**config.mk**
```make
export PLATFORM = sky130hd
export DESIGN_NAME = rx_operating_mode_sequencer
export DESIGN_NICKNAME = d
export VERILOG_FILES = /design/src/hdl/rx_seq_pkg.sv /design/src/hdl/skid_buffer.sv /design/src/hdl/rx_operating_mode_sequencer.sv
export SDC_FILE = /design/constraint.sdc
export NUM_CORES = 1
export LEC_CHECK = 0
export ABC_AREA = 1
export ABC_CLOCK_PERIOD_IN_PS = 9100
export BUFFER_PORTS_ARGS = -buffer_cell sky130_fd_sc_hd__clkbuf_2
export CAP_MARGIN = 20
export CORE_MARGIN = 3
export CORE_UTILIZATION = 45
export DETAILED_ROUTE_END_ITERATION = 10
export PLACE_DENSITY = 0.73
export SYNTH_ARGS = -nofsm -noshare
export SYNTH_HDL_FRONTEND = slang
export SYNTH_SLANG_ARGS = --single-unit
export TNS_END_PERCENT = 30
```
**constraint.sdc**
```tcl
create_clock -name mclk -period 9.1 [get_ports mclk]
set_input_delay 1.365 -clock mclk [delete_from_list [all_inputs] [get_ports mclk]]
set_output_delay 1.365 -clock mclk [all_outputs]
set_load 0.05 [all_outputs]
```
**src/hdl/rx_seq_pkg.sv**
```systemverilog
// Package: constants, types and timing for the receive mode sequencer
package rx_seq_pkg;

  localparam int unsigned MCLK_HZ = 20_000_000;
  localparam int unsigned PUP_ALWAYS_US = 2700;
  localparam int unsigned PUP_DUTY_US = 8200;
  localparam int unsigned TUNE_US = 300;
  localparam int unsigned PUP_ALWAYS_CYC = (PUP_ALWAYS_US * 20);
  localparam int unsigned PUP_DUTY_CYC = (PUP_DUTY_US * 20);
  localparam int unsigned TUNE_CYC = (TUNE_US * (MCLK_HZ / 1_000_000));
  localparam int unsigned SLEEP_MIN_MS = 3;
  localparam int unsigned SLEEP_MAX_MS = 134_152_192;
  localparam int unsigned RX_MIN_TICK = 1;
  localparam int unsigned LP_PERIOD_CYC = 20_000;
  localparam int unsigned LP_TOL_CYC = 200;
  localparam int unsigned RECAL_TICKS = 1024;

  localparam logic [2:0] PRE_DEF = 3'h1;
  localparam logic [2:0] PRE_MIN = 3'h1;
  localparam logic [2:0] PRE_MAX = 3'h4;
  localparam logic [6:0] DIV_MIN = 7'h02;
  localparam logic [6:0] DIV_MAX = 7'h40;
  localparam logic [8:0] BW_MIN_KHZ = 9'h032;
  localparam logic [8:0] BW_MAX_KHZ = 9'h14A;
  localparam logic [8:0] BW_AUTO_DEF = 9'h0C8;
  localparam logic [7:0] SQ_OFFSET_DEF = 8'h28;
  localparam logic [7:0] RSSI_FULL = 8'hFF;

  typedef enum logic [1:0] {
    GPO_RX_ACTIVE = 2'b00,
    GPO_SYS_CLK   = 2'b01,
    GPO_DATA_CLK  = 2'b10,
    GPO_LOW_BAT   = 2'b11
  } gpo_sel_t;

  typedef enum logic [2:0] {
    ST_POWER_UP = 3'b000,
    ST_CAL      = 3'b001,
    ST_TUNE     = 3'b010,
    ST_RX       = 3'b011,
    ST_SLEEP    = 3'b100
  } seq_state_t;

  typedef struct packed {
    logic       dutyCycle;
    logic [2:0] preambleBytes;
    logic       clkOutEn;
    logic [6:0] clkDiv;
    gpo_sel_t   gpoSel;
    logic       gpoInvert;
    logic       bwAuto;
    logic [8:0] bwKhz;
    logic       squelchEn;
    logic [7:0] squelchOffset;
  } cfg_t;

  typedef struct packed {
    logic       bit_;
    logic [7:0] rssi;
  } rx_word_t;

endpackage

```
**src/hdl/skid_buffer.sv**
```systemverilog
// Two-entry valid/ready buffer for demodulated samples
`timescale 1ns/1ps
`default_nettype none
module skid_buffer
  import rx_seq_pkg::*;
#(
  parameter int WIDTH = 9
) (
  input  wire logic             mclk,
  input  wire logic             rst,
  input  wire logic             inValid,
  output logic                  inReady,
  input  wire logic [WIDTH-1:0] inData,
  output logic                  outValid,
  input  wire logic             outReady,
  output logic [WIDTH-1:0]      outData
);
  logic [WIDTH-1:0] mem_r [2];
  logic             wrPtr_r;
  logic             rdPtr_r;
  logic [1:0]       count_r;
  logic             doWr;
  logic             doRd;

  assign doWr = inValid && inReady;
  assign doRd = outValid && outReady;

  always_ff @(posedge mclk or posedge rst) begin
    if (rst) begin
      wrPtr_r <= 1'b0;
      rdPtr_r <= 1'b0;
      count_r <= 2'h0;
      inReady <= 1'b1;
      outValid <= 1'b0;
    end else begin
      if (doWr) begin
        wrPtr_r <= ~wrPtr_r;
      end
      if (doRd) begin
        rdPtr_r <= ~rdPtr_r;
      end
      case ({doWr, doRd})
        2'b10: begin
          count_r <= count_r + 2'h1;
          inReady <= (count_r == 2'h0);
          outValid <= 1'b1;
        end
        2'b01: begin
          count_r <= count_r - 2'h1;
          inReady <= 1'b1;
          outValid <= (count_r == 2'h2);
        end
        default: begin
          count_r <= count_r;
        end
      endcase
    end
  end

  always_ff @(posedge mclk) begin
    if (doWr) begin
      mem_r[wrPtr_r] <= inData;
    end
  end

  always_ff @(posedge mclk or posedge rst) begin
    if (rst) begin
      outData <= '0;
    end else begin
      outData <= mem_r[doRd ? ~rdPtr_r : rdPtr_r];
      if (doWr && ((count_r == 2'h0) || (doRd && count_r == 2'h1))) begin
        outData <= inData;
      end
    end
  end
endmodule
`default_nettype wire

```
**src/hdl/rx_operating_mode_sequencer.sv**
```systemverilog
// Top: power-up, tune, receive and sleep sequencing of the OOK receiver
// How it works
// - Preamble length one to four, default one
// - Clock output divides crystal by 2..64
// - Output selects rx-active, clock, data clock, battery
// - Optional inversion of the general output
// - Bandwidth 50..330 kHz or automatic
// - Auto squelch sets threshold above noise
// - Signal strength digitised to eight bits
// - Sleep timer runs on low-power ticks
// - Low-power oscillator calibrated, then periodically
// - Power-up lasts 2.7 or 8.2 ms
// - Always-receive keeps oscillator and timer off
// - Tuning takes about 300 us
// - Sleep powers all but timer, never always-receive
// - Receive outputs data, timed in duty mode
// - Always-receive stays in receive forever
// - Duty mode cycles tune, receive, sleep
// - Duty mode clock output only tune/receive
// - Stored setting picks mode after power-up
// - Mode choices duty or always, default always
// - Receive time configurable in duty mode
`timescale 1ns/1ps
`default_nettype none
module rx_operating_mode_sequencer
  import rx_seq_pkg::*;
#(
  parameter int unsigned PUP_A_CYC  = PUP_ALWAYS_CYC,
  parameter int unsigned PUP_D_CYC  = PUP_DUTY_CYC,
  parameter int unsigned LP_CAL_CYC = LP_PERIOD_CYC,
  parameter int unsigned SLEEP_W    = 28,
  parameter int unsigned RX_W       = 27
) (
  input  wire logic               mclk,
  input  wire logic               rst,
  input  wire cfg_t               cfg,
  input  wire logic [SLEEP_W-1:0] sleepMs,
  input  wire logic [RX_W-1:0]    rxTicks,
  input  wire logic               lpTick,
  input  wire logic [7:0]         rssiLevel,
  input  wire logic               lowBattery,
  input  wire logic               dataClock,
  input  wire logic               hostReady,
  output logic                    dataOut,
  output logic                    dataValid,
  output logic [7:0]              rssiOut,
  output logic                    sysClockOutPin,
  output logic                    generalPurposeOutput,
  output logic                    rxActive,
  output logic                    lpOscEn,
  output logic                    blocksPowered,
  output logic                    lpCalDone,
  output logic [7:0]              lpTrim,
  output logic [7:0]              squelchLevel,
  output logic [2:0]              preambleLen,
  output logic [8:0]              bwSel
);

  // ------------------------------------------------------------
  // Configuration capture
  // ------------------------------------------------------------
  logic modeDuty_r;
  seq_state_t state_r;
  logic [31:0] cnt_r;
  logic [SLEEP_W-1:0] sleepCnt_r;
  logic [RX_W-1:0] rxCnt_r;

  // Strap-like mode caught after reset release, then held
  always_ff @(posedge mclk or posedge rst) begin
    if (rst) begin
      modeDuty_r <= 1'b0;
    end else if (state_r == ST_POWER_UP && cnt_r == 32'h0) begin
      modeDuty_r <= cfg.dutyCycle;
    end
  end

  always_ff @(posedge mclk or posedge rst) begin
    if (rst) begin
      preambleLen <= PRE_DEF;
      bwSel <= BW_AUTO_DEF;
    end else begin
      if (cfg.preambleBytes < PRE_MIN) begin
        preambleLen <= PRE_DEF;
      end else if (cfg.preambleBytes > PRE_MAX) begin
        preambleLen <= PRE_MAX;
      end else begin
        preambleLen <= cfg.preambleBytes;
      end
      if (cfg.bwAuto) begin
        bwSel <= BW_AUTO_DEF;
      end else if (cfg.bwKhz < BW_MIN_KHZ) begin
        bwSel <= BW_MIN_KHZ;
      end else if (cfg.bwKhz > BW_MAX_KHZ) begin
        bwSel <= BW_MAX_KHZ;
      end else begin
        bwSel <= cfg.bwKhz;
      end
    end
  end

  // ------------------------------------------------------------
  // Sequencer
  // ------------------------------------------------------------
  logic calOk;
  logic [SLEEP_W-1:0] sleepLoad;
  assign sleepLoad = (sleepMs < SLEEP_W'(SLEEP_MIN_MS)) ?
                     SLEEP_W'(SLEEP_MIN_MS) : sleepMs;

  always_ff @(posedge mclk or posedge rst) begin
    if (rst) begin
      state_r <= ST_POWER_UP;
      cnt_r <= 32'h0;
      sleepCnt_r <= '0;
      rxCnt_r <= '0;
    end else begin
      cnt_r <= cnt_r + 32'h1;
      case (state_r)
        ST_POWER_UP: begin
          if (cnt_r + 32'h1 >= (modeDuty_r ? PUP_D_CYC : PUP_A_CYC)) begin
            cnt_r <= 32'h0;
            state_r <= modeDuty_r ? ST_CAL : ST_TUNE;
          end
        end
        ST_CAL: begin
          if (calOk) begin
            cnt_r <= 32'h0;
            state_r <= ST_TUNE;
          end
        end
        ST_TUNE: begin
          if (cnt_r + 32'h1 >= TUNE_CYC) begin
            cnt_r <= 32'h0;
            state_r <= ST_RX;
            rxCnt_r <= (rxTicks == '0) ? RX_W'(RX_MIN_TICK) : rxTicks;
          end
        end
        ST_RX: begin
          if (modeDuty_r && lpTick) begin
            rxCnt_r <= rxCnt_r - RX_W'(1);
            if (rxCnt_r == RX_W'(1)) begin
              state_r <= ST_SLEEP;
              sleepCnt_r <= sleepLoad;
            end
          end
          // Always-receive never leaves here
          if (!modeDuty_r) begin
            state_r <= ST_RX;
          end
        end
        ST_SLEEP: begin
          if (lpTick) begin
            sleepCnt_r <= sleepCnt_r - SLEEP_W'(1);
            if (sleepCnt_r == SLEEP_W'(1)) begin
              cnt_r <= 32'h0;
              state_r <= ST_TUNE;
            end
          end
        end
        default: begin
          state_r <= ST_POWER_UP;
        end
      endcase
    end
  end

  // ------------------------------------------------------------
  // Low-power oscillator calibration
  // ------------------------------------------------------------
  // Measure mclk cycles per tick; nudge trim toward nominal period
  logic [31:0] lpMeas_r;
  logic [10:0] recal_r;
  logic measure;
  assign measure = lpOscEn && (state_r == ST_CAL || recal_r == 11'h0);
  assign calOk = lpCalDone;

  always_ff @(posedge mclk or posedge rst) begin
    if (rst) begin
      lpMeas_r <= 32'h0;
      lpTrim <= 8'h80;
      lpCalDone <= 1'b0;
      recal_r <= 11'h0;
    end else begin
      lpMeas_r <= lpMeas_r + 32'h1;
      if (lpTick) begin
        lpMeas_r <= 32'h0;
        if (lpCalDone && recal_r != 11'h0) begin
          recal_r <= recal_r - 11'h1;
        end
        if (measure && lpMeas_r != 32'h0) begin
          if (lpMeas_r > LP_CAL_CYC + LP_TOL_CYC) begin
            lpTrim <= lpTrim + 8'h1;
          end else if (lpMeas_r + LP_TOL_CYC < LP_CAL_CYC) begin
            lpTrim <= lpTrim - 8'h1;
          end else begin
            lpCalDone <= 1'b1;
            recal_r <= 11'(RECAL_TICKS);
          end
        end
      end
    end
  end

  // ------------------------------------------------------------
  // Power and clock output
  // ------------------------------------------------------------
  logic [6:0] divCnt_r;
  logic [6:0] divSel;
  logic divClk_r;
  logic clkGate;
  assign divSel = (cfg.clkDiv < DIV_MIN) ? DIV_MIN :
                  (cfg.clkDiv > DIV_MAX) ? DIV_MAX : cfg.clkDiv;
  assign clkGate = cfg.clkOutEn && (!modeDuty_r ||
                   state_r == ST_TUNE || state_r == ST_RX);

  // Divider runs on mclk standing in for the crystal
  always_ff @(posedge mclk or posedge rst) begin
    if (rst) begin
      divCnt_r <= 7'h0;
      divClk_r <= 1'b0;
    end else if (divCnt_r + 7'h1 >= divSel) begin
      divCnt_r <= 7'h0;
      divClk_r <= ~divClk_r;
    end else begin
      divCnt_r <= divCnt_r + 7'h1;
      if (divCnt_r + 7'h1 == (divSel >> 1)) begin
        divClk_r <= ~divClk_r;
      end
    end
  end

  always_ff @(posedge mclk or posedge rst) begin
    if (rst) begin
      sysClockOutPin <= 1'b0;
      lpOscEn <= 1'b0;
      blocksPowered <= 1'b1;
      rxActive <= 1'b0;
    end else begin
      sysClockOutPin <= clkGate & divClk_r;
      lpOscEn <= modeDuty_r && state_r != ST_POWER_UP;
      blocksPowered <= !(modeDuty_r && state_r == ST_SLEEP);
      rxActive <= (state_r == ST_RX);
    end
  end

  logic gpoRaw;
  always_comb begin
    case (cfg.gpoSel)
      GPO_RX_ACTIVE: gpoRaw = rxActive;
      GPO_SYS_CLK:   gpoRaw = sysClockOutPin;
      GPO_DATA_CLK:  gpoRaw = dataClock;
      GPO_LOW_BAT:   gpoRaw = lowBattery;
      default:       gpoRaw = rxActive;
    endcase
  end

  always_ff @(posedge mclk or posedge rst) begin
    if (rst) begin
      generalPurposeOutput <= 1'b0;
    end else begin
      generalPurposeOutput <= gpoRaw ^ cfg.gpoInvert;
    end
  end

  // ------------------------------------------------------------
  // Signal strength, squelch and demodulation
  // ------------------------------------------------------------
  logic [7:0] noise_r;
  logic [8:0] sqSum;
  assign sqSum = {1'b0, noise_r} + {1'b0, cfg.squelchOffset};

  // Slow-rising, fast-falling floor tracker
  always_ff @(posedge mclk or posedge rst) begin
    if (rst) begin
      noise_r <= 8'h0;
      squelchLevel <= SQ_OFFSET_DEF;
      rssiOut <= 8'h0;
    end else begin
      rssiOut <= rssiLevel;
      if (state_r == ST_RX) begin
        if (rssiLevel < noise_r) begin
          noise_r <= rssiLevel;
        end else if (lpTick && rssiLevel > noise_r) begin
          noise_r <= noise_r + 8'h1;
        end
      end
      if (cfg.squelchEn) begin
        squelchLevel <= sqSum[8] ? RSSI_FULL : sqSum[7:0];
      end else begin
        squelchLevel <= cfg.squelchOffset;
      end
    end
  end

  rx_word_t word;
  rx_word_t bufOut;
  logic bufValid;
  logic bufReady;
  assign word.bit_ = (rssiOut > squelchLevel);
  assign word.rssi = rssiOut;

  skid_buffer #(
    .WIDTH($bits(rx_word_t))
  ) u_buf (
    .mclk     (mclk),
    .rst      (rst),
    .inValid  (state_r == ST_RX),
    .inReady  (bufReady),
    .inData   (word),
    .outValid (bufValid),
    .outReady (hostReady),
    .outData  (bufOut)
  );

  always_ff @(posedge mclk or posedge rst) begin
    if (rst) begin
      dataOut <= 1'b0;
      dataValid <= 1'b0;
    end else begin
      dataOut <= bufValid ? bufOut.bit_ : 1'b0;
      // Strobe: one pulse per word the host took on this edge
      dataValid <= bufValid && hostReady;
    end
  end

endmodule
`default_nettype wire

```
==> out/results.txt <==
Post-Layout Cell Count: 2525
CTS sink count: 203
DR iter-0 viols: 888
Core Area: 0.0300 sq mm
Layout Nets: 2281
clock network power share: 41.7%
sequential fraction of the synthesis area: 36.7%
Setup Total Neg Slack: 0 ns
vias in the first global route: 12700
setup violators final: 0
commonest non-fill, non-tap cell in the layout: nand2_1
Slew headroom: 28.6%
arrival time at the worst endpoint: 4.35 ns
most used cells in the layout excluding fill and tap cells: 495 x nand2_1, 278 x nor2_1, 259 x inv_1, 192 x dfrtp_1, 146 x clkbuf_2
CTS tree: done
Residual DRC: 0
H-tree depth: 1
Syn Std Cell Area: 0.0139 sq mm
worst skew pair latency: 0.52 ns
routed len/inst: 14.2 um
hpwl dp: 26900 um
CP peak stage delay: 0.87 ns
clk buf depth: 3
CTS Hold Bufs: 0
syn_nets: 2146
final worst path period need: 3.97 ns
Crit Path Category: in -> reg
area delta synth->final: 13.5%
Psw: 719 uW
GP Congestion: 0.970
Post-synth ARST share: 99.0%
Reg clk slew, reported paths: 0.06 ns
Via density: 5.22
Hold Fails Final Rpt: 0
Max VDD drop: 0.000130 V
Power Total: 2480 uW
port buffer count: 146
CP startpoint kind: input port
remaining global-route overflow: 0
clock skew: 0.00947 ns
total power divided by cell area: 157 mW/mm^2
Final Cycle Share: 43.6%
Worst Tran Pin Value: 1.07 ns
drt pass-1 iters: 6
Synth Register Bits: 203
Post-Synthesis Cells: 1982
detailed-route via count: 13200
Distinct cells, synth: 56
maximum number of pins on one net before global-route repair: 129
max cap viols: 0
post-route ant nets: 0
Worst Setup End Kind: register
share of layout cells above drive strength 1: 12.7%
Diodes inserted: 0
first-pass GRT wire length: 60800 um
Leak: 0.00801 uW
Critical Path RT: 9.48 ns
Setup Buffers After CTS: 0
Rows: 63
Post-Route WL: 35800 um
Max Clk Rate: 0.252 GHz
Gate power share: 17.4%
dpl cells: 2480
cell chain of the critical path: clkbuf_2 -> inv_1 -> a21oi_1 -> nand2_1 -> clkinv_1 -> o21ai_0 -> o22ai_1
Post-synth EDFFs: 2
RSZ-0062 raised after global routing: no
DIE WIDTH: 182 um
Slowest cell on crit path: clkinv_1
fin. max-slew vios: 0
Die H: 182 um
Inserted Clock Buffers: 25
Crit Path Max Fanout: 37
setup ws final: 5.13 ns
initial antenna violation count: 0
outcome: finished, final reports clean
HP Class: reg -> reg
initial core utilization: 46.2%
clock root buffer master: clkbuf_16
Post-Place Worst Slack: 4.64 ns
Ports: 147
Syn. warnings: 0
Avg Inst Size Synth: 7.01 sq um
Most used DFF post-synth: dfrtp_1
fillers: 2939
Seq pwr share: 40.9%
Final Util: 52.5%
die area: 0.0330 sq mm
switching share of power: 29.0%
PostCTS Resize Cnt: 0
Internal: 1760 uW
GRT Util Overall: 21.5%
[cell type report]
cell class	count	area [sq um]	area share, %
Sequential cell	203	5100	32.4
Clock buffer	32	712	4.52
Clock inverter	13	146	0.929
Multi-Input combinational cell	1473	7550	47.9
Timing Repair Buffer	150	761	4.83
Inverter	264	998	6.33
Tap cell	390	488	3.10
[sequential cells by signal, indices dropped and copies added, names as in the netlist, 7 cells and up]
signal	flops
squelchLevel	8
lpTrim	8
recal_r	11
divCnt_r	7
noise_r	8
bwSel	9
sleepCnt_r	28
rssiOut	8
cnt_r	32
lpMeas_r	32
rxCnt_r	27
[power by group through the flow]
stage          Combinational (uW)  Clock, uW  Sequential (uW)
2_1_floorplan                 281          0             1060
3_3_place_gp                  414          0             1030
3_5_place_dp                  428          0             1030
4_1_cts                       434       1060             1010
5_1_grt                       493       1090             1020
6_report                      431       1030             1010
[routing by layer]
layer	global-route usage, %	up-vias	wire [um]
met2	36.2	264	16800
li1	-	6699	-
met1	29.2	6165	16500
met3	3.39	62	1690
met4	4.88	0	831
met5	0	-	0
[synth_stat cells, types with 11 or more instances]
library cell	number	area, sq um
ha_1	59	738
inv_1	260	976
o21ai_0	108	541
nor4_1	18	113
nor2_2	29	181
nand2_1	495	1860
clkbuf_1	18	67.6
dfrtp_1	192	4800
nand3_1	114	571
nor3_1	50	250
o22ai_1	12	75.1
nor2_1	278	1040
a31oi_1	13	81.3
a21oi_1	84	420
o21ai_1	16	80.1
xor2_1	51	447
nand4_1	43	269
xnor2_1	14	123
or2_2	11	68.8
[worst max-delay path, delay by kind of cell]
family                 cells  cell delay [ns]
AO/OA/AOI/OAI              3             0.56
AND/OR/NAND/NOR            1             0.48
buffers and inverters      3             1.91
[per-stage QoR]
stage	hold slack [ns]	cell area, sq um
5_1_grt	0.472	15800
6_report	0.449	15800
3_3_place_gp	0.423	14900
4_1_cts	0.458	15800
3_5_place_dp	0.448	14900
2_1_floorplan	0.413	13900
[worst paths after layout]
kind / startpoint / slack [ns] / endpoint / cells after the start
hold reg to reg: u_buf.outData[8] / 0.45 / dataOut / 2
hold / removal: u_buf.outData[8] / 0.45 / dataOut / 2
min in group asynchronous: rst / 1.04 / generalPurposeOutput / 2
setup / recovery: lpTick / 5.13 / sleepCnt_r[21] / 7
setup reg to reg: cnt_r[0] / 5.33 / cnt_r[28] / 19
max in group asynchronous: rst / 6.61 / lpMeas_r[17] / 3
[logic make-up after synthesis]
logic type               count (synthesis)  share of synthesized area [%]
XOR/XNOR                                66                           4.26
AO/OA/AOI/OAI                          270                           10.8
adder cells (fa/ha/maj)                 61                           5.60
buffers and inverters                  306                           8.88
flip-flops                             203                           36.7
AND/OR/NAND/NOR                       1070                           33.3
multiplexers                             6                          0.432
Note: power is estimated with default switching activity, not from simulation.
